===== src/design/hcad_defs.vh =====
// Constants for the heater current alarm detector: register map, fields,
// reset values and timing. Assumes inclusion by every hcad design file.
`ifndef HCAD_DEFS_VH
`define HCAD_DEFS_VH

// Clock and least evaluated interval
`define HCAD_CLK_KHZ        125000
`define HCAD_MIN_IVL_MS     100
`define HCAD_MIN_IVL_CYC    (`HCAD_MIN_IVL_MS * `HCAD_CLK_KHZ)
`define HCAD_CNT_W          24

// Current values in 0.1 A steps
`define HCAD_CUR_W          11
`define HCAD_CUR_ZERO       11'h000
`define HCAD_CUR_FULL       11'h3E8
`define HCAD_HYS_DEF        11'h001

// Register byte offsets; per channel pairs differ in address bit 2
`define HCAD_AW             8
`define HCAD_OFS_CTRL       8'h00
`define HCAD_OFS_CFG        8'h08
`define HCAD_OFS_HB_THR     8'h10
`define HCAD_OFS_HB_HYS     8'h18
`define HCAD_OFS_HS_THR     8'h20
`define HCAD_OFS_HS_HYS     8'h28
`define HCAD_OFS_HCUR_MON   8'h30
`define HCAD_OFS_LEAK_MON   8'h38
`define HCAD_OFS_STATUS     8'h40
`define HCAD_PAIR_MASK      8'hF8
`define HCAD_CH_BIT         2

// CTRL fields
`define HCAD_CTRL_RUN       0
`define HCAD_CTRL_SWRST     1
`define HCAD_CTRL_ERRRST    2
// CFG fields
`define HCAD_CFG_HB_LATCH   0
`define HCAD_CFG_HS_LATCH   1
`define HCAD_CFG_TYPE_LSB   4
`define HCAD_CFG_TYPE_MSB   7
`define HCAD_TYPE_NONE      4'h0
// STATUS fields
`define HCAD_ST_HB_LSB      0
`define HCAD_ST_HS_LSB      2
`define HCAD_ST_RUN         8

`endif


===== src/design/hcad_ivl_timer.v =====
// Interval timer: tells whether the present heating ON or OFF interval
// has outlasted the least evaluated length. Assumes one clock, sync reset.
`timescale 1ns/1ps
`include "hcad_defs.vh"

module hcad_ivl_timer (
	input  wire                   i_core_clk,
	input  wire                   i_rst_n,
	input  wire                   i_level,
	input  wire [`HCAD_CNT_W-1:0] i_min_cyc,
	output wire                   o_on_ok,
	output wire                   o_off_ok
);

	reg                   lvl_q;
	reg [`HCAD_CNT_W-1:0] cnt_q;
	reg                   ok_q;

	////////////////////////////////////////////////////////////////////////
	// Restart on every edge of the heating output, qualify after min+1
	always @(posedge i_core_clk) begin
		if (!i_rst_n) begin
			lvl_q <= 1'b0;
			cnt_q <= {`HCAD_CNT_W{1'b0}};
			ok_q  <= 1'b0;
		end else begin
			lvl_q <= i_level;
			if (i_level != lvl_q) begin
				cnt_q <= {`HCAD_CNT_W{1'b0}};
				ok_q  <= 1'b0;
			end else if (!ok_q) begin
				cnt_q <= cnt_q + 1'b1;
				ok_q  <= (cnt_q >= i_min_cyc);      // Strictly longer
			end
		end
	end

	// Qualification always paired with the level it was earned on
	assign o_on_ok  = ok_q & lvl_q;
	assign o_off_ok = ok_q & ~lvl_q;

endmodule


===== src/design/hcad_alarm_chan.v =====
// One sensor input's burnout and short alarm with force, hysteresis
// and latch. Assumes qualified interval flags from the interval timer.
`timescale 1ns/1ps
`include "hcad_defs.vh"

module hcad_alarm_chan (
	input  wire                   i_core_clk,
	input  wire                   i_rst_n,
	input  wire                   i_clr,
	input  wire                   i_on_ok,
	input  wire                   i_off_ok,
	input  wire [`HCAD_CUR_W-1:0] i_cur,
	input  wire [`HCAD_CUR_W-1:0] i_hb_thr,
	input  wire [`HCAD_CUR_W-1:0] i_hb_hys,
	input  wire [`HCAD_CUR_W-1:0] i_hs_thr,
	input  wire [`HCAD_CUR_W-1:0] i_hs_hys,
	input  wire                   i_hb_latch,
	input  wire                   i_hs_latch,
	output reg                    o_burnout_alarm,
	output reg                    o_short_circuit_alarm
);

	wire [`HCAD_CUR_W:0] hb_rel = {1'b0, i_hb_thr} + {1'b0, i_hb_hys};
	wire [`HCAD_CUR_W:0] cur_up = {1'b0, i_cur} + {1'b0, i_hs_hys};
	reg                  hb_d;
	reg                  hs_d;

	////////////////////////////////////////////////////////////////////////
	// Burnout: judged only inside a qualified heating ON interval
	always @* begin
		hb_d = o_burnout_alarm;                     // Hold otherwise
		if (i_hb_thr == `HCAD_CUR_ZERO)
			hb_d = 1'b0;                            // Forced off, latch freed
		else if (i_hb_thr == `HCAD_CUR_FULL)
			hb_d = 1'b1;                            // Forced on
		else if (i_on_ok && (i_cur < i_hb_thr))     // Heating output only
			hb_d = 1'b1;                            // Set beats clear
		else if (i_clr)
			hb_d = 1'b0;                            // Error reset only; soft reset acts via i_rst_n
		else if (i_hb_latch && o_burnout_alarm)
			hb_d = 1'b1;
		else if (i_on_ok && ({1'b0, i_cur} >= hb_rel))
			hb_d = 1'b0;                            // Release above band
	end

	// Short: judged only inside a qualified heating OFF interval
	always @* begin
		hs_d = o_short_circuit_alarm;               // Hold otherwise
		if (i_hs_thr == `HCAD_CUR_FULL)
			hs_d = 1'b0;                            // Forced off, latch freed
		else if (i_hs_thr == `HCAD_CUR_ZERO)
			hs_d = 1'b1;                            // Forced on
		else if (i_off_ok && (i_cur > i_hs_thr))    // Heating output only
			hs_d = 1'b1;                            // Set beats clear
		else if (i_clr)
			hs_d = 1'b0;
		else if (i_hs_latch && o_short_circuit_alarm)
			hs_d = 1'b1;
		else if (i_off_ok && (cur_up <= {1'b0, i_hs_thr}))
			hs_d = 1'b0;                            // Hysteresis below threshold
	end

	// Alarm state flops
	always @(posedge i_core_clk) begin
		if (!i_rst_n) begin
			o_burnout_alarm       <= 1'b0;
			o_short_circuit_alarm <= 1'b0;
		end else begin
			o_burnout_alarm       <= hb_d;
			o_short_circuit_alarm <= hs_d;
		end
	end

endmodule


===== src/design/hcad_top.v =====
// Heater current alarm detector: Avalon-MM register slave, two sensor
// channels, interval timer. Assumes samples synchronous to i_core_clk.
//
// The placing of the registers and the Avalon-MM slave port were chosen for this implementation.
`timescale 1ns/1ps
`include "hcad_defs.vh"

// Functional notes
// - During heating ON, current below burnout threshold raises burnout alarm.
// - Heating ON intervals of 100 ms or less are not judged for burnout.
// - Burnout threshold 0.0 forces alarm off, 100.0 forces on; default 0.0.
// - Burnout hysteresis 0.1 to 100.0 A, default 0.1, stops chatter.
// - Heater current monitor per sensor input is readable, 0.0 to 110.0 A.
// - Burnout alarm never alters the heating control output.
// - Latched burnout alarm clears on error reset, soft reset, power, threshold 0.0.
// - Burnout latch bit: 0 disabled, 1 enabled, default 0.
// - Heater powered after controller yields a burnout alarm.
// - Burnout detection uses only the heating output, never cooling.
// - During heating OFF, leakage above short threshold raises short alarm.
// - Heating OFF intervals of 100 ms or less are not judged for shorts.
// - Short threshold 0.0 forces alarm on, 100.0 forces off; default 100.0.
// - Short hysteresis writable only when stopped; active after soft reset or power-on.
// - Leakage current monitor per sensor input is readable, 0.0 to 110.0 A.
// - Short alarm never alters the heating control output.
// - Alarm status reads only when alarm type is not 0.
// - Short detection uses only the heating output, never cooling.
// - Latched short alarm clears on error reset, soft reset, power, threshold 100.0.
module hcad_top #(
	parameter [`HCAD_CNT_W-1:0] P_MIN_IVL_CYC = `HCAD_MIN_IVL_CYC
) (
	input  wire                   i_core_clk,
	input  wire                   i_rst_n,
	input  wire [`HCAD_AW-1:0]    i_avs_address,
	input  wire                   i_avs_read,
	input  wire                   i_avs_write,
	input  wire [31:0]            i_avs_writedata,
	output reg  [31:0]            o_avs_readdata,
	output reg                    o_avs_waitrequest,
	input  wire                   i_heat_ctrl,
	input  wire [`HCAD_CUR_W-1:0] i_current_sensor_input_0,
	input  wire [`HCAD_CUR_W-1:0] i_current_sensor_input_1,
	output reg                    o_heat_ctrl,
	output wire [1:0]             o_burnout_alarm,
	output wire [1:0]             o_short_circuit_alarm
);

	////////////////////////////////////////////////////////////////////////
	// Registers
	reg                   run_q;
	reg                   swrst_q;
	reg                   errrst_q;
	reg                   hb_latch_q;
	reg                   hs_latch_q;
	reg [3:0]             alm_type_q;
	reg [`HCAD_CUR_W-1:0] hb_thr_q  [0:1];
	reg [`HCAD_CUR_W-1:0] hb_hys_q  [0:1];
	reg [`HCAD_CUR_W-1:0] hs_thr_q  [0:1];
	reg [`HCAD_CUR_W-1:0] hs_pend_q [0:1];
	reg [`HCAD_CUR_W-1:0] hs_act_q  [0:1];
	reg [`HCAD_CUR_W-1:0] hmon_q    [0:1];
	reg [`HCAD_CUR_W-1:0] lmon_q    [0:1];
	reg [31:0]            rd_d;
	integer               i;

	wire [`HCAD_CUR_W-1:0] cur     [0:1];
	wire [`HCAD_AW-1:0]    pair    = i_avs_address & `HCAD_PAIR_MASK;
	wire                   ch      = i_avs_address[`HCAD_CH_BIT];
	wire                   wr_go   = i_avs_write & ~o_avs_waitrequest;
	wire                   rd_go   = i_avs_read & o_avs_waitrequest;
	wire                   core_rst_n = i_rst_n & ~swrst_q;
	wire                   on_ok;
	wire                   off_ok;
	wire [`HCAD_CUR_W-1:0] wdat    = i_avs_writedata[`HCAD_CUR_W-1:0];

	assign cur[0] = i_current_sensor_input_0;
	assign cur[1] = i_current_sensor_input_1;

	////////////////////////////////////////////////////////////////////////
	// Bus handshake: one wait cycle, then the transfer completes
	always @(posedge i_core_clk) begin
		if (!i_rst_n) begin
			o_avs_waitrequest <= 1'b1;
			o_avs_readdata    <= 32'h0000_0000;
		end else begin
			if ((i_avs_read | i_avs_write) && o_avs_waitrequest)
				o_avs_waitrequest <= 1'b0;
			else
				o_avs_waitrequest <= 1'b1;
			if (rd_go)
				o_avs_readdata <= rd_d;
		end
	end

	// Control and configuration writes
	always @(posedge i_core_clk) begin
		if (!i_rst_n) begin
			run_q      <= 1'b0;
			swrst_q    <= 1'b0;
			errrst_q   <= 1'b0;
			hb_latch_q <= 1'b0;
			hs_latch_q <= 1'b0;
			alm_type_q <= `HCAD_TYPE_NONE;
		end else begin
			swrst_q  <= wr_go && (pair == `HCAD_OFS_CTRL) && !ch
				&& i_avs_writedata[`HCAD_CTRL_SWRST];
			errrst_q <= wr_go && (pair == `HCAD_OFS_CTRL) && !ch
				&& i_avs_writedata[`HCAD_CTRL_ERRRST];
			if (wr_go && (pair == `HCAD_OFS_CTRL) && !ch)
				run_q <= i_avs_writedata[`HCAD_CTRL_RUN];
			if (wr_go && (pair == `HCAD_OFS_CFG) && !ch) begin
				hb_latch_q <= i_avs_writedata[`HCAD_CFG_HB_LATCH];
				hs_latch_q <= i_avs_writedata[`HCAD_CFG_HS_LATCH];
				alm_type_q <= i_avs_writedata[`HCAD_CFG_TYPE_MSB:`HCAD_CFG_TYPE_LSB];
			end
		end
	end

	////////////////////////////////////////////////////////////////////////
	// Per channel thresholds, hysteresis and current monitors
	always @(posedge i_core_clk) begin
		if (!i_rst_n) begin
			for (i = 0; i < 2; i = i + 1) begin
				hb_thr_q[i]  <= `HCAD_CUR_ZERO;
				hb_hys_q[i]  <= `HCAD_HYS_DEF;
				hs_thr_q[i]  <= `HCAD_CUR_FULL;
				hs_pend_q[i] <= `HCAD_HYS_DEF;
				hs_act_q[i]  <= `HCAD_HYS_DEF;      // Power-on load
				hmon_q[i]    <= `HCAD_CUR_ZERO;
				lmon_q[i]    <= `HCAD_CUR_ZERO;
			end
		end else begin
			for (i = 0; i < 2; i = i + 1) begin
				if (wr_go && (ch == i[0])) begin
					if (pair == `HCAD_OFS_HB_THR)
						hb_thr_q[i] <= wdat;
					if (pair == `HCAD_OFS_HB_HYS)
						hb_hys_q[i] <= wdat;
					if (pair == `HCAD_OFS_HS_THR)
						hs_thr_q[i] <= wdat;
					if ((pair == `HCAD_OFS_HS_HYS) && !run_q)
						hs_pend_q[i] <= wdat;       // Only while stopped
				end
				if (swrst_q)
					hs_act_q[i] <= hs_pend_q[i];    // Takes effect at soft reset
				if (i_heat_ctrl)
					hmon_q[i] <= cur[i];            // ON-time current
				else
					lmon_q[i] <= cur[i];            // OFF-time leakage
			end
		end
	end

	////////////////////////////////////////////////////////////////////////
	// Read mux; unmapped addresses read zero
	always @* begin
		rd_d = 32'h0000_0000;
		case (pair)
		`HCAD_OFS_CTRL: begin
			if (!ch)
				rd_d[`HCAD_CTRL_RUN] = run_q;
		end
		`HCAD_OFS_CFG: begin
			if (!ch) begin
				rd_d[`HCAD_CFG_HB_LATCH] = hb_latch_q;
				rd_d[`HCAD_CFG_HS_LATCH] = hs_latch_q;
				rd_d[`HCAD_CFG_TYPE_MSB:`HCAD_CFG_TYPE_LSB] = alm_type_q;
			end
		end
		`HCAD_OFS_HB_THR:   rd_d[`HCAD_CUR_W-1:0] = hb_thr_q[ch];
		`HCAD_OFS_HB_HYS:   rd_d[`HCAD_CUR_W-1:0] = hb_hys_q[ch];
		`HCAD_OFS_HS_THR:   rd_d[`HCAD_CUR_W-1:0] = hs_thr_q[ch];
		`HCAD_OFS_HS_HYS:   rd_d[`HCAD_CUR_W-1:0] = hs_pend_q[ch];
		`HCAD_OFS_HCUR_MON: rd_d[`HCAD_CUR_W-1:0] = hmon_q[ch];
		`HCAD_OFS_LEAK_MON: rd_d[`HCAD_CUR_W-1:0] = lmon_q[ch];
		`HCAD_OFS_STATUS: begin
			if (!ch) begin
				rd_d[`HCAD_ST_RUN] = run_q;
				if (alm_type_q != `HCAD_TYPE_NONE) begin
					rd_d[`HCAD_ST_HB_LSB+1:`HCAD_ST_HB_LSB] = o_burnout_alarm;
					rd_d[`HCAD_ST_HS_LSB+1:`HCAD_ST_HS_LSB] = o_short_circuit_alarm;
				end
			end
		end
		default: rd_d = 32'h0000_0000;
		endcase
	end

	////////////////////////////////////////////////////////////////////////
	// Heating output is registered unchanged, one cycle late; alarms never touch it
	always @(posedge i_core_clk) begin
		if (!i_rst_n)
			o_heat_ctrl <= 1'b0;
		else
			o_heat_ctrl <= i_heat_ctrl;
	end

	// Interval qualification shared by both sensor inputs
	hcad_ivl_timer u_ivl (
		.i_core_clk (i_core_clk),
		.i_rst_n    (core_rst_n),
		.i_level    (i_heat_ctrl),                  // Heating only
		.i_min_cyc  (P_MIN_IVL_CYC),
		.o_on_ok    (on_ok),
		.o_off_ok   (off_ok)
	);

	// One alarm evaluator per sensor input
	genvar g;
	generate
		for (g = 0; g < 2; g = g + 1) begin : g_chan
			hcad_alarm_chan u_chan (
				.i_core_clk            (i_core_clk),
				.i_rst_n               (core_rst_n),
				.i_clr                 (errrst_q),
				.i_on_ok               (on_ok),
				.i_off_ok              (off_ok),
				.i_cur                 (cur[g]),
				.i_hb_thr              (hb_thr_q[g]),
				.i_hb_hys              (hb_hys_q[g]),
				.i_hs_thr              (hs_thr_q[g]),
				.i_hs_hys              (hs_act_q[g]),
				.i_hb_latch            (hb_latch_q),
				.i_hs_latch            (hs_latch_q),
				.o_burnout_alarm       (o_burnout_alarm[g]),
				.o_short_circuit_alarm (o_short_circuit_alarm[g])
			);
		end
	endgenerate

endmodule


===== config.mk =====
export PLATFORM = sky130hd
export DESIGN_NAME = hcad_top
export DESIGN_NICKNAME = d
export VERILOG_FILES = /design/src/design/hcad_ivl_timer.v /design/src/design/hcad_alarm_chan.v /design/src/design/hcad_top.v
export VERILOG_INCLUDE_DIRS = /design/src /design/src/design
export SDC_FILE = /design/constraint.sdc
export NUM_CORES = 1
export LEC_CHECK = 0
export ABC_AREA = 0
export BUFFER_PORTS_ARGS = -buffer_cell sky130_fd_sc_hd__buf_2
export CORE_MARGIN = 1.5
export CORE_UTILIZATION = 50
export DETAILED_ROUTE_END_ITERATION = 8
export GPL_ROUTABILITY_DRIVEN = 0
export PLACE_DENSITY = 0.73
export SETUP_SLACK_MARGIN = 0.1
export SYNTH_ARGS = -nofsm -noshare
export SYNTH_HDL_FRONTEND = slang
export SYNTH_SLANG_ARGS = --single-unit

===== constraint.sdc =====
create_clock -name i_core_clk -period 5.1 [get_ports i_core_clk]
set_input_delay 1.02 -clock i_core_clk [delete_from_list [all_inputs] [get_ports i_core_clk]]
set_output_delay 1.02 -clock i_core_clk [all_outputs]
set_load 0.02 [all_outputs]

; Word level (Yosys, flattened, before mapping)
; Memories as Yosys holds them, arrays and structs flattened.
; Cells that the tools add are included.
[op_classes]
add_sub_neg = 5
mul = 0
n_div = 0
order_cmp = 9
eq_ne = 13
shift = 0
n_mux = 85
bitwise = 25
n_reduce_logical = 39
[op_table]
columns = cell, n
row1 = 11-bit two-way mux, 14
row2 = 1-bit two-way mux, 61
row3 = 11-bit by 11-bit adder with 12-bit output, 4
row4 = 11-bit by 10-bit equality test with 1-bit output (second input constant), 4
row5 = 11-bit logical NOT, 4
row6 = 4-bit one-hot mux with 7 select lines, 1
row7 = 24-bit by 1-bit adder with 24-bit output (second input constant), 1
row8 = 11-bit by 12-bit greater-or-equal comparator with 1-bit output, 2
row9 = 24-bit greater-or-equal comparator (second input constant), 1
row10 = 12-bit by 11-bit less-or-equal comparator with 1-bit output, 2
row11 = 11-bit greater-than comparator, 2
row12 = 1-bit logical AND, 22
row13 = 11-bit < comparator, 2
row14 = 5-bit by 3-bit equality test with 1-bit output (second input constant), 4
row15 = 5-bit nonzero test, 4
row16 = 1-bit OR, 15
row17 = 2-bit one-hot mux with 7 select lines, 1
row18 = 4-bit two-way mux, 3
row19 = 2-bit one-hot mux with 6 select lines, 1
row20 = 5-bit by 2-bit equality test with 1-bit output (second input constant), 2
row21 = 2-bit OR reduction, 5
row22 = 1-bit one-hot mux with 9 select lines, 1
row23 = 8-bit logical NOT, 1
row24 = 1-bit one-hot mux with 8 select lines, 1
row25 = other kinds (9), 18
[word_totals]
ff_bits = 52
latchBits = 0
ram_bits = 154
rom_bits = 0
input_bits = 67
mem_count = 7
[mem_list]
columns = memory, depth, word_bits, read_ports, rd_ports_with_merged_regs, write_ports, line
row1 = hb_hys_q, 2, 11, 3, 0, 2, hcad_top.v:56  ; reg [`HCAD_CUR_W-1:0] hb_hys_q [0:1];
row2 = hb_thr_q, 2, 11, 3, 0, 2, hcad_top.v:55  ; reg [`HCAD_CUR_W-1:0] hb_thr_q [0:1];
row3 = hmon_q, 2, 11, 1, 0, 2, hcad_top.v:60  ; reg [`HCAD_CUR_W-1:0] hmon_q [0:1];
row4 = hs_act_q, 2, 11, 2, 0, 2, hcad_top.v:59  ; reg [`HCAD_CUR_W-1:0] hs_act_q [0:1];
row5 = hs_pend_q, 2, 11, 3, 0, 2, hcad_top.v:58  ; reg [`HCAD_CUR_W-1:0] hs_pend_q [0:1];
row6 = hs_thr_q, 2, 11, 3, 0, 2, hcad_top.v:57  ; reg [`HCAD_CUR_W-1:0] hs_thr_q [0:1];
row7 = +1 memories, -, -, -, -, -, -

; Logic depth before layout (Yosys ltp)
; An unclocked memory read counts as a cell.
[depth]
ltp_word = 9
mapped_depth = 16
ltp_nobuf = 16

; Cells and area by module
; From an unflattened synthesis, not the netlist that was laid out.
[unflattened]
cells_unflattened = 1324
hier_area_um2 = 13715.7
[modules_own_cells]
columns = module, instances, cells_per_inst, area_per_inst_um2, seq_area_each_um2
row1 = hcad_top, 1, 579, 7763.7, 5064.9
row2 = hcad_alarm_chan at g_chan[0].u_chan, 1, 260, 2097.0, 40.0
row3 = hcad_alarm_chan at g_chan[1].u_chan, 1, 274, 2085.8, 40.0
row4 = hcad_ivl_timer, 1, 211, 1769.2, 520.5

; Worst setup path before layout
; No wires, ideal clock.
[synth_path]
kind = in2reg
start = input port i_current_sensor_input_0[0]
end = register g_chan[0].u_chan.o_short_circuit_alarm
setup_time_ns = 0.120
arrival_time_ns = 3.405
slack_ns = 1.574
cell_stages = 15
path_buffers = 0
cell_sequence = ha_1 > inv_1 > fa_1 > nor2b_1 > o21ai_0 > a21oi_1 > o41ai_1 > o211ai_1 > ha_1 > a211oi_1 > o211ai_1 > nor3_1 > o21ai_0 > a41oi_1 > a21oi_1
[synth_between]
elab_chain_len = 4
[synth_lines]
columns = item, line
row1 = start: declaration, hcad_top.v:40  ; input wire [`HCAD_CUR_W-1:0] i_current_sensor_input_0,
row2 = 11-bit by 11-bit adder with 12-bit output / 11-bit greater-than comparator (equally long branches), "hcad_alarm_chan.v:24, hcad_alarm_chan.v:53"
row3 = 12-bit by 11-bit less-or-equal comparator with 1-bit output / 1-bit logical AND (equally long branches), "hcad_alarm_chan.v:59, hcad_alarm_chan.v:53"
row4 = 1-bit logical AND / 1-bit two-way mux (equally long branches), "hcad_alarm_chan.v:59, hcad_alarm_chan.v:53"
row5 = 5-bit nonzero test (no source line) / 1-bit two-way mux (equally long branches), -
row6 = end signal: assignment, hcad_alarm_chan.v:70  ; o_short_circuit_alarm <= hs_d;
row7 = end: declaration, hcad_alarm_chan.v:20  ; output reg o_short_circuit_alarm
; Parallel ways exist; a longest one is shown, timed or not.
; A chain may end at the register's enable or synchronous reset.

==> summary.md <==
| Metric | Value |
|---|---|
| Status | complete, no violations |
| Worst Path Arrival | 4.37 ns |
| CTS tree | built |
| Number of synthesized flops with an enable pin | 154 |
| DRT iter0 DRCs | 1145 |
| DP HPWL | 28400 um |
| I/O Pins | 105 |
| Hold Crit Class | reg -> reg |
| Router iterations before antenna repair | 5 |
| Yosys top cell by area | edfxtp_1 |
| Layout cells sized above 1 | 9.10% |
| Initial Util | 51.0% |
| Die width | 164 um |
| IO buf count | 60 |
| R2R depth | 13 |
| Delay-heaviest family, CP | compound AO/OA/AOI/OAI gates |
| Post-synth top flop | edfxtp_1 |
| Number of global-route vias before repair | 9757 |
| Row count | 58 |
| Setup ws final | 1.12 ns |
| Slowest-stage cell, CP | a2111oi_0 |
| Post-route clock period utilization | 78.1% |
| Finished Layout Cells | 1638 |
| Worst slew pin tran | 1.22 ns |
| CORE AREA | 25300 sq um |
| RSZ-0062 raised after global routing | no |
| Per-cell routed wire length | 22.9 um |
| Layout Nets | 1496 |
| CP Max Fanout | 4 |
| Area grow syn2layout | 9.61% |
| Yosys reg bits | 206 |
| Clock Skew | 0.00648 ns |
| Core Util, Final | 55.9% |
| Commonest non-fill, non-tap cells in the layout | edfxtp_1 (154), ha_1 (132), nor2_1 (92) |
| CP Depth | 13 |
| Worst-Skew Late Latency | 0.51 ns |
| H-tree lvl count | 1 |
| Largest net degree at the start of global routing | 51 |
| Adder-cell area share of the yosys netlist | 13.4% |
| Max Root-Sink Buffers | 3 |
| Via/cell ratio | 6.30 |
| Achievable clock frequency | 251 MHz |
| WS Path Type | reg -> reg |
| Crit start category | register |
| CTS Root Cell | clkbuf_16 |
| Critical Path RT | 5.49 ns |
| PostCTS Resize Cnt | 0 |
| Antenna diodes | 0 |
| TNS Setup | 0 ns |
| Die span in y | 164 um |
| Setup violations, final | 0 |
| Synth Cell Area | 12900 sq um |
| Synth top area share | 35.9% |
| Metal2 WL | 17000 um |
| Total CTS buffers | 22 |
| Main combinational cell family by area after synthesis | simple AND/OR/NAND/NOR gates |
| Unique masters post-synth | 72 |
| Power per cell area | 285 nW/um^2 |
| Hold Path Stages | 2 |
| DP Cell Count | 1599 |
| Normalized max-slew margin | 18.7% |
| DR top layer | met4 |
| GRT overflow | 0 |
| Crit-path cells | ha_1 -> fa_1 -> a21oi_1 -> o21ai_0 -> a2111oi_0 -> o31ai_1 -> a21oi_1 -> xor2_1 -> ha_1 -> o21ai_0 -> or4_1 -> o311ai_0 -> a21oi_1 |
| P_leak | 5.86 nW |
| Fin. max-slew vios | 0 |
| Leading cell types by total area after synthesis | edfxtp_1 (36%), ha_1 (13%), dfxtp_1 (8.1%) |
| Maxcap violations | 0 |
| CTS sink count | 206 |
| Initial antenna violation count | 0 |
| Async SR Flop Fraction | 0% |
| WP buf/inv | 0 |
| YS warnings | 0 |
| Seq/Total Area, Yosys | 44.0% |
| Commonest non-fill, non-tap cell in the layout | edfxtp_1 |
| GRT Overall Usage | 28.1% |
| Post-Synth Simple-Gate Area | 16.9% |
| Wirelength, routed | 37400 um |
| Met3 WL | 3940 um |
| Most used cell, CP | a21oi_1 |
| M1 wire length | 15100 um |
| Xor/xnor share of the synthesized area | 3.26% |
| Total die area | 26700 sq um |
| Clock transition at path regs | 0.06 ns |
| Hold buffers post-CTS | 0 |
| Mux cell area share after synthesis | 3.73% |
| Post-synthesis instance total | 1237 |
| First-pass GRT wire length | 56200 um |
| Final Hold Viols | 0 |
| Antenna Violating Nets Remaining | 0 |
| VDD IR max | 0.315 mV |
| Vias | 10326 |
| Syn_area_per_cell | 10.4 sq um |
| Max incr delay on CP | 0.64 ns |
| Crit path time final | 3.98 ns |
| Synth Area in Compound Gates | 13.8% |
| CP endpoint kind | register |
| Residual DRC | 0 |
| Pre-CTS setup slack | 1.02 ns |
| Post-CTS Setup Bufs | 0 |
==> final cells by class <==
class | instances | area [sq um]
clock buffer | 29 | 598
timing repair buffer | 75 | 413
clock inverter | 10 | 93.8
tap | 330 | 413
inverter | 73 | 274
sequential | 206 | 5670
fill | 2195 | 11100
multi-input combinational | 915 | 6670
==> power breakdown <==
part	leakage [nW]	switching (W)	total, W	internal, W
clock network	0.338	0.000650	0.00157	0.000921
logic	3.55	0.000343	0.000550	0.000207
registers	1.97	0.0000446	0.00191	0.00186
==> registers in the layout, indices dropped and copies added, names as in the netlist, 2 cells and up <==
signal / count
g_chan.u_chan.o_burnout_alarm: 2
lmon_q: 22
hs_pend_q: 22
hs_thr_q: 22
hb_hys_q: 22
o_avs_readdata: 11
hb_thr_q: 22
alm_type_q: 4
hmon_q: 22
hs_act_q: 22
u_ivl.cnt_q: 24
g_chan.u_chan.o_short_circuit_alarm: 2
==> cell families after synthesis <==
kind of cell             Yosys count
other                              1
multiplexers                      45
AO/OA/AOI/OAI                    263
flip-flops                       206
XOR/XNOR                          48
buffers and inverters            136
adder cells (fa/ha/maj)          136
AND/OR/NAND/NOR                  402
==> synth_stat cells, drive strengths merged (5+ instances only) <==
cell and number:
edfxtp 154, a2111oi 7, a21o 9, dfxtp 52, o211ai 15, o221ai 5, nor2 92, nor2b 26
ha 132, buf 36, nand2b 10, clkbuf 27, xnor2 24, nand3b 8, and3 43, nor4 14
a22o 6, a211oi 16, a211o 5, a31oi 5, mux2i 39, o21a 8, o31ai 9, a311oi 6
inv 73, nor3 18, a22oi 19, o22ai 14, a21oi 56, a41oi 5, nand4 21, o21ai 47
nand3 32, or4 5, or3 20, nand2 41, xor2 24, and2 60
==> per-stage QoR <==
stage                     power [W]  area (sq um)  hold slack [ns]
final                       0.00403         14100            0.451
after global routing        0.00416         14100            0.478
after CTS                   0.00402         14100            0.451
after detailed placement    0.00248         13400            0.445
after global placement      0.00246         13400            0.438
after floorplan             0.00230         13000            0.461
==> worst register-to-register path, stage by stage (launching register included) <==
cell and delay, ns:
edfxtp_1 0.47, ha_1 0.25, fa_1 0.40, a21oi_1 0.19, o21ai_0 0.14, a2111oi_0 0.64, o31ai_1 0.18, a21oi_1 0.20
xor2_1 0.16, ha_1 0.21, o21ai_0 0.09, or4_1 0.45, o311ai_0 0.36, a21oi_1 0.12
==> path summary, 6_finish.rpt <==
kind / from / to / slack, ns
min reg2reg: o_avs_readdata[2] / o_avs_readdata[2] / 0.45
max reg2reg: hb_thr_q[0][0] / g_chan[0].u_chan.o_burnout_alarm / 1.12
max: hb_thr_q[0][0] / g_chan[0].u_chan.o_burnout_alarm / 1.12
min: o_avs_readdata[2] / o_avs_readdata[2] / 0.45
==> layer usage <==
metal / GRT usage [%] / up-vias
li1: - / 4728
met1: 37.8 / 4932
met2: 45.0 / 566
met3: 5.38 / 100
met4: 10.2 / 0
met5: 0 / -
(Power assumes the default switching activity.)
